**config.mk**
```make
export PLATFORM = sky130hd
export DESIGN_NAME = gate_driver_host_message_responder
export DESIGN_NICKNAME = d
export VERILOG_FILES = /design/src/host_msg_pkg.sv /design/src/gate_driver_host_message_responder.sv
export SDC_FILE = /design/constraint.sdc
export NUM_CORES = 1
export LEC_CHECK = 0
export BUFFER_PORTS_ARGS = -buffer_cell sky130_fd_sc_hd__buf_2
export CAP_MARGIN = 15
export CELL_PAD_IN_SITES_DETAIL_PLACEMENT = 0
export CELL_PAD_IN_SITES_GLOBAL_PLACEMENT = 1
export CORE_MARGIN = 2
export CORE_UTILIZATION = 51
export CTS_BUF_LIST = sky130_fd_sc_hd__clkbuf_2
export CTS_CLUSTER_SIZE = 40
export DETAILED_ROUTE_END_ITERATION = 10
export MAX_ROUTING_LAYER = met4
export PLACE_DENSITY = 0.95
export SLEW_MARGIN = 40
export SYNTH_ARGS = -nofsm -noshare
export SYNTH_HDL_FRONTEND = slang
export SYNTH_SLANG_ARGS = --single-unit
```
**constraint.sdc**
```tcl
create_clock -name clk_sys -period 7.82 [get_ports clk_sys]
set_input_delay 0.391 -clock clk_sys [delete_from_list [all_inputs] [get_ports clk_sys]]
set_output_delay 0.391 -clock clk_sys [all_outputs]
set_load 0.03 [all_outputs]
```
**src/host_msg_pkg.sv**
```systemverilog
package host_msg_pkg;

  // ----------------------------------------
  // Command codes from host
  // ----------------------------------------
  localparam logic [7:0] CMD_SET_CFG0   = 8'h81;
  localparam logic [7:0] CMD_GET_CFG0   = 8'h82;
  localparam logic [7:0] CMD_SET_CFG1   = 8'h83;
  localparam logic [7:0] CMD_GET_CFG1   = 8'h84;
  localparam logic [7:0] CMD_STATUS0    = 8'h85;
  localparam logic [7:0] CMD_STATUS1    = 8'h86;
  localparam logic [7:0] CMD_SET_CFG2   = 8'h87;
  localparam logic [7:0] CMD_GET_CFG2   = 8'h88;

  // ----------------------------------------
  // Response encoding
  // ----------------------------------------
  localparam logic [7:0] RESP_CODE_MASK = 8'h7F;
  localparam logic [7:0] RESP_ACK       = 8'h40;

  // ----------------------------------------
  // Register layout and reset values
  // ----------------------------------------
  localparam logic [7:0] CFG0_RESET     = 8'h00;
  localparam logic [7:0] CFG1_RESET     = 8'h40;
  localparam logic [7:0] CFG2_RESET     = 8'h00;
  localparam logic [7:0] CFG0_RSVD_MASK = 8'h80;
  localparam logic [7:0] CFG2_RSVD_MASK = 8'hE0;
  localparam int         CFG0_PU_KEEP   = 6;
  localparam int         CFG0_SLEEP     = 5;
  localparam int         CFG0_NEUSIM    = 4;
  localparam int         CFG0_EXT_UNDERVOLTAGE_LOCKOUT  = 3;
  localparam int         CFG0_EXT_OCDET = 2;
  localparam int         CFG0_OC_HI     = 1;
  localparam int         CFG0_OC_LO     = 0;
  localparam int         CFG2_DT_HI     = 4;
  localparam int         CFG2_DT_LO     = 2;
  localparam int         CFG2_BL_HI     = 1;
  localparam int         CFG2_BL_LO     = 0;
  localparam int         ST1_EXT_UNDERVOLTAGE_LOCKOUT   = 2;
  localparam int         ST1_EXT_OC     = 3;
  localparam int         ST1_BOR        = 4;
  localparam int         ST1_LDO_UNDERVOLTAGE_LOCKOUT   = 5;

  // ----------------------------------------
  // Monitor vector layout
  // ----------------------------------------
  localparam int         MON_W          = 12;
  localparam int         MON_EXT_UNDERVOLTAGE_LOCKOUT   = 8;
  localparam int         MON_EXT_OC     = 9;
  localparam int         MON_LDO_UNDERVOLTAGE_LOCKOUT   = 10;
  localparam int         MON_STANDBY    = 11;

  typedef enum logic [1:0] {
    ST_IDLE  = 2'b00,
    ST_ARG   = 2'b01,
    ST_SEND1 = 2'b11,
    ST_SEND2 = 2'b10
  } fsm_type;

endpackage

```
**src/gate_driver_host_message_responder.sv**
```systemverilog
`timescale 1ns/10ps

module gate_driver_host_message_responder
  import host_msg_pkg::*;
(
  input  wire logic       clk_sys,
  input  wire logic       rst,
  input  wire logic       rx_valid,
  input  wire logic [7:0] rx_byte,
  output logic            rx_ready,
  output logic            tx_valid,
  output logic [7:0]      tx_byte,
  input  wire logic       tx_ready,
  input  wire logic [7:0] supply_fault_in,
  input  wire logic       ext_undervoltage_lockout_fault_in,
  input  wire logic       ext_oc_fault_in,
  input  wire logic       ldo_undervoltage_lockout_fault_in,
  input  wire logic       standby_in,
  output logic            pullup_disconnect_en,
  output logic            sleep_select,
  output logic            neutral_sim_en,
  output logic            ext_undervoltage_lockout_disable,
  output logic            ext_oc_det_disable,
  output logic [1:0]      ext_oc_limit_sel,
  output logic [7:0]      dac_ref,
  output logic [2:0]      dead_time_sel,
  output logic [1:0]      blanking_sel
);

  // ----------------------------------------
  // State
  // ----------------------------------------
  typedef struct packed {
    fsm_type          fsm;
    logic [7:0]       cmd;
    logic [7:0]       cfg0;
    logic [7:0]       cfg1;
    logic [7:0]       cfg2;
    logic [7:0]       byte1;
    logic [7:0]       byte2;
    logic [MON_W-1:0] mon_m;
    logic [MON_W-1:0] mon_s;
    logic [MON_W-1:0] mon_p;
    logic             pend0;
    logic             pend1;
    logic             bor;
  } state_type;

  localparam state_type ST_RESET = '{
    fsm:   ST_IDLE,
    cmd:   8'h00,
    cfg0:  CFG0_RESET,
    cfg1:  CFG1_RESET,
    cfg2:  CFG2_RESET,
    byte1: 8'h00,
    byte2: 8'h00,
    mon_m: '0,
    mon_s: '0,
    mon_p: '0,
    pend0: 1'b0,
    pend1: 1'b0,
    bor:   1'b1
  };

  state_type        st_q;
  state_type        st_d;
  logic [7:0]       status0;
  logic [7:0]       status1;
  logic [MON_W-1:0] rise;
  logic             accept;
  logic [7:0]       newval;

  // ----------------------------------------
  // Next state
  // ----------------------------------------
  always_comb begin
    st_d   = st_q;
    accept = 1'b0;
    newval = 8'h00;
    // Monitor pins are asynchronous to the link logic
    st_d.mon_m = {standby_in, ldo_undervoltage_lockout_fault_in, ext_oc_fault_in, ext_undervoltage_lockout_fault_in, supply_fault_in};
    st_d.mon_s = st_q.mon_m;
    st_d.mon_p = st_q.mon_s;
    rise       = st_q.mon_s & ~st_q.mon_p;
    status0    = st_q.mon_s[7:0];
    status1    = 8'h00;
    status1[ST1_EXT_UNDERVOLTAGE_LOCKOUT] = st_q.mon_s[MON_EXT_UNDERVOLTAGE_LOCKOUT];
    status1[ST1_EXT_OC]   = st_q.mon_s[MON_EXT_OC];
    status1[ST1_BOR]      = st_q.bor;
    status1[ST1_LDO_UNDERVOLTAGE_LOCKOUT] = st_q.mon_s[MON_LDO_UNDERVOLTAGE_LOCKOUT];

    case (st_q.fsm)
      ST_IDLE: begin
        if (rx_valid) begin
          st_d.cmd   = rx_byte;
          st_d.byte1 = (rx_byte & RESP_CODE_MASK) | RESP_ACK;
          case (rx_byte)
            CMD_SET_CFG0, CMD_SET_CFG1, CMD_SET_CFG2: begin
              st_d.fsm = ST_ARG;
            end
            CMD_GET_CFG0: begin
              st_d.byte2 = st_q.cfg0;
              st_d.fsm   = ST_SEND1;
            end
            CMD_GET_CFG1: begin
              st_d.byte2 = st_q.cfg1;
              st_d.fsm   = ST_SEND1;
            end
            CMD_GET_CFG2: begin
              st_d.byte2 = st_q.cfg2;
              st_d.fsm   = ST_SEND1;
            end
            CMD_STATUS0: begin
              st_d.byte2 = status0;
              st_d.fsm   = ST_SEND1;
            end
            CMD_STATUS1: begin
              st_d.byte2 = status1;
              st_d.bor   = 1'b0;
              st_d.fsm   = ST_SEND1;
            end
            default: begin
              // Unknown codes get no answer so the host can resync
              st_d.fsm = ST_IDLE;
            end
          endcase
        end else if (st_q.pend0) begin
          st_d.byte1 = CMD_STATUS0;
          st_d.byte2 = status0;
          st_d.pend0 = 1'b0;
          st_d.fsm   = ST_SEND1;
        end else if (st_q.pend1) begin
          st_d.byte1 = CMD_STATUS1;
          st_d.byte2 = status1;
          st_d.bor   = 1'b0;
          st_d.pend1 = 1'b0;
          st_d.fsm   = ST_SEND1;
        end
      end
      ST_ARG: begin
        if (rx_valid) begin
          case (st_q.cmd)
            CMD_SET_CFG0: begin
              accept = (rx_byte & CFG0_RSVD_MASK) == 8'h00;
              newval = rx_byte;
              if (!st_q.mon_s[MON_STANDBY]) begin
                newval[CFG0_PU_KEEP] = st_q.cfg0[CFG0_PU_KEEP];
              end
              if (accept) begin
                st_d.cfg0 = newval;
              end
              st_d.byte2 = accept ? newval : st_q.cfg0;
            end
            CMD_SET_CFG1: begin
              accept     = 1'b1;
              st_d.cfg1  = rx_byte;
              st_d.byte2 = rx_byte;
            end
            default: begin
              accept = (rx_byte & CFG2_RSVD_MASK) == 8'h00;
              if (accept) begin
                st_d.cfg2 = rx_byte;
              end
              st_d.byte2 = accept ? rx_byte : st_q.cfg2;
            end
          endcase
          st_d.byte1 = (st_q.cmd & RESP_CODE_MASK) | (accept ? RESP_ACK : 8'h00);
          st_d.fsm   = ST_SEND1;
        end
      end
      ST_SEND1: begin
        if (tx_ready) begin
          st_d.byte1 = st_q.byte2;
          st_d.fsm   = ST_SEND2;
        end
      end
      ST_SEND2: begin
        if (tx_ready) begin
          st_d.fsm = ST_IDLE;
        end
      end
      default: begin
        st_d.fsm = ST_IDLE;
      end
    endcase

    // New faults win over the clear done by sending
    if (|rise[7:0]) begin
      st_d.pend0 = 1'b1;
    end
    if (rise[MON_EXT_UNDERVOLTAGE_LOCKOUT] | rise[MON_EXT_OC] | rise[MON_LDO_UNDERVOLTAGE_LOCKOUT]) begin
      st_d.pend1 = 1'b1;
    end
  end

  // ----------------------------------------
  // Registers
  // ----------------------------------------
  always_ff @(posedge clk_sys or posedge rst) begin
    if (rst) begin
      st_q <= ST_RESET;
    end else begin
      st_q <= st_d;
    end
  end

  // ----------------------------------------
  // Outputs
  // ----------------------------------------
  assign rx_ready             = (st_q.fsm == ST_IDLE) || (st_q.fsm == ST_ARG);
  assign tx_valid             = (st_q.fsm == ST_SEND1) || (st_q.fsm == ST_SEND2);
  assign tx_byte              = st_q.byte1;
  // Sleep overrides the keep bit, so it never needs clearing before sleep
  assign pullup_disconnect_en = ~st_q.cfg0[CFG0_PU_KEEP] | st_q.cfg0[CFG0_SLEEP];
  assign sleep_select         = st_q.cfg0[CFG0_SLEEP];
  assign neutral_sim_en       = st_q.cfg0[CFG0_NEUSIM];
  assign ext_undervoltage_lockout_disable     = st_q.cfg0[CFG0_EXT_UNDERVOLTAGE_LOCKOUT];
  assign ext_oc_det_disable   = st_q.cfg0[CFG0_EXT_OCDET];
  assign ext_oc_limit_sel     = st_q.cfg0[CFG0_OC_HI:CFG0_OC_LO];
  assign dac_ref              = st_q.cfg1;
  assign dead_time_sel        = st_q.cfg2[CFG2_DT_HI:CFG2_DT_LO];
  assign blanking_sel         = st_q.cfg2[CFG2_BL_HI:CFG2_BL_LO];

endmodule

```
==> summary.txt <==
Floorplanning
  • Full die area: 9310 µm²
  • Placeable core area: 8260 µm²
  • # rows: 33
  • Die H: 96.5 µm
  • Io pins: 54
  • Die X: 96.5 µm
  • Starting Density: 52.8%

Pwr
  • Leakage: between 2 and 2.5 nW
  • Power per cell area: 284 nW/µm²
  • Maximum vdd drop: 0.127 mV

Logic synthesis
  • Yosys top cell area share: 49.4%
  • Post-synth top area cell: dfrtp_1
  • Count of cell types in the netlist: between 50 and 60
  • Register bit total from synthesis: 88
  • Post-Syn Instances: 404
  • Post-synthesis mux area share: between 10% and 20%
  • Number of synthesized flops with an enable pin: 0
  • Main synth FF type: dfrtp_1
  • Cell with the most instances after synthesis: dfrtp_1
  • Cells taking the most area after synthesis: dfrtp_1, mux2_2, buf_4
  • Post-synthesis compound-gate area fraction: 14.9%
  • Ys Warns: 0
  • Top cells by count, synth: dfrtp_1, mux2_2, nand2_1
  • Largest family of logic cells by synthesized area: simple AND/OR/NAND/NOR gates
  • Average size of a mapped cell: 10.8 µm²
  • Mapped cell area: 4360 µm²
  • Syn nets: 428
  • Async SR Flop Fraction: 100%
  • Synth Area in Simple Gates: 15.5%
  • Fraction of the mapped netlist area in adder cells: 0%
  • Sequential-to-total area share from yosys stat: between 50% and 60%
  • XOR/XNOR share of the synthesized area: 0%

Global route
  • Vias in the first global route: 3,055
  • GRT Util Overall: 25.0%
  • Initial antenna violation count: 0
  • First-pass GRT wire length: 16,800 µm
  • Maximum number of pins on one net before global-route repair: 89
  • Gr ovfl total: 0

Clock tree
  • Post-CTS sizing: 0
  • Reg clk slew, reported paths: 270 ps
  • Setup bufs post-CTS: 0
  • H-tree Lvls: 3
  • CTS tree: done
  • CTS sink cnt: 88
  • TritonCTS Buffers: 9
  • Clock Latency Late Sink: 550 ps
  • Root Buffer: clkbuf_2
  • Clock tree buffer depth: 2

Outcome
  • Outcome: complete, but fails checks
  • Failing checks: negative hold slack

Timing
  • Rel. slew slack: around 50%
  • Hold slack: -5.63 ps
  • Setup TNS Final: 0 ps
  • Count of final setup violators: 0
  • Final period util: a little under two fifths
  • Clk_skew: between 30 and 40 ps
  • Tmin final: slightly below 3000 ps
  • Final Max Slew Viols: 0
  • Unrepaired setup endpoints after global routing: no
  • Final Hold Fails: 5
  • Worst-Margin Slew: 753 ps
  • Fmax: 339 MHz

Critical path
  • CP most frequent cell: or4b_1
  • Startpoint types: flop
  • CP arrival: roughly 3400 ps
  • Critical path peak fanout: 15
  • Critical-path cell list: or4b_1, or4b_1, or3_1, nor2_4, mux2_2
  • Largest stage delay, worst path: 750 ps
  • CP Class: flop to flop
  • Crit-path slowest cell: or4b_1
  • CP Capture Type: flop
  • Req. time, crit path: 8260 ps

Detailed routing
  • Iteration-0 DRC Markers: approximately 280
  • Total Wirelength: 10,600 µm
  • Post-DRT Antenna Nets: 0
  • DR pass1 iterations: 5
  • Wire length per cell: 19.5 µm
  • # DRC: 0
  • DR vias: 3,232
  • Vias per cell: 5.96

Min path
  • Hold Crit Class: input pin to async pin

Placed design
  • Dpl cell area: 4520 µm²
  • Final HPWL DP: 7240 µm
  • Port-buffer cells: 53
  • Routability cong.: 0.925

Final layout
  • ANT cells: 0
  • Syn-to-layout area delta: 10.3%
  • Fraction of layout cells with a size suffix above 1: 26.1%
  • Final nets: 456
  • Fill count: just over 700
  • Design Area, Final: ~4800 µm²

Flow run
  • Max cap viols: 0
## placed cells by master (no fill, tap or decap), types with 3 or more instances in the layout
cell / n
a2111oi_0: 6
a211oi_1: 5
a21o_1: 4
a21oi_1: 5
a221o_1: 4
a221oi_1: 9
a31oi_1: 7
and3_1: 11
buf_2: 53
bufinv_16: 3
clkbuf_2: 9
dfrtp_1: 86
dlygate4sd3_1: 12
inv_1: 20
inv_6: 3
mux2_2: 31
mux2i_1: 12
nand2_1: 27
nand4b_1: 3
nor2_1: 9
nor2b_1: 13
nor3_1: 4
nor3b_1: 14
o211ai_1: 5
o21a_1: 3
o21ai_0: 26
o31ai_1: 5
or3_1: 3
or4bb_1: 6
## logic make-up after synthesis
family                 after synthesis
AND/OR/NAND/NOR                    108
AO/OA/AOI/OAI                       93
flip-flops                          88
buffers and inverters               72
multiplexers                        43
## area by class of cell
type	count	area, µm²	area share, %
Clock inverter	7	124	2.57
Multi-Input combinational cell	244	1810	37.7
Inverter	21	80.1	1.66
Clock buffer	9	45.0	0.936
Sequential cell	88	2200	45.8
Timing Repair Buffer	68	414	8.61
Tap cell	105	131	2.73
## critical path: cells and delay by family, from the launching register on
kind	cells	cell delay, ps
multiplexers	1	360
AND/OR/NAND/NOR	4	2050
flip-flops	1	450
## power by group
| part | total (mW) | leakage (nW) | switching [mW] | internal, mW |
|---|---|---|---|---|
| Clock | 0.306 | 0.0935 | 0.164 | 0.141 |
| Combinational | 0.413 | 1.06 | 0.239 | 0.174 |
| Sequential | 0.648 | 1.08 | 0.104 | 0.544 |
| Total | 1.37 | 2.23 | 0.507 | 0.860 |
## path summary, 6_finish.rpt
kind	end	depth (start not counted)	from	slack [ps]
worst max-delay path	neutral_sim_en	5	st_q[84]	4870
worst min-delay path	st_d[13]	3	rst	-6
worst max register to register	neutral_sim_en	5	st_q[84]	4870
worst min register to register	st_d[13]	0	st_d[25]	350
max in group asynchronous	blanking_sel[0]	3	rst	7340
min in group clk_sys	st_q[87]	3	tx_ready	170
## flip-flops by register name (all words and copies together), names as in the netlist
name	flops
ext_oc_limit_sel	2
dead_time_sel	3
blanking_sel	2
neutral_sim_en	1
dac_ref	8
st_q	37
sleep_select	1
tx_byte	8
st_d	24
ext_undervoltage_lockout_disable	1
ext_oc_det_disable	1
## per-stage QoR
step                hold slack [ps]  utilization, %  setup WS (ps)  power, mW  std cells
floorplan                       331               -           5150      0.986        404
global placement                332            54.5           4980       1.05        514
detailed placement              335            54.7           4920       1.07        514
CTS                            11.5            58.2           4890       1.37        542
global route                   17.0            58.3           4750       1.45        542
finish                        -5.63            58.3           4870       1.37        542
## routing by layer
metal  part of all wire, %  wire length (µm)  GRT usage (%)  up-vias
li1                      -                 -              -     1500
met1                    45              4760           36.1     1585
met2                    46              4900           37.7      135
met3                   7.3               773           4.42       12
met4                   1.2               130           5.16        0
met5                     0                 0              -        -
## repair_timing
item,in CTS,in global routing
endpoints found under the hold margin,12,0
hold buffers,12,0
endpoints found under the setup margin,0,0
(Power assumes the default switching activity.)
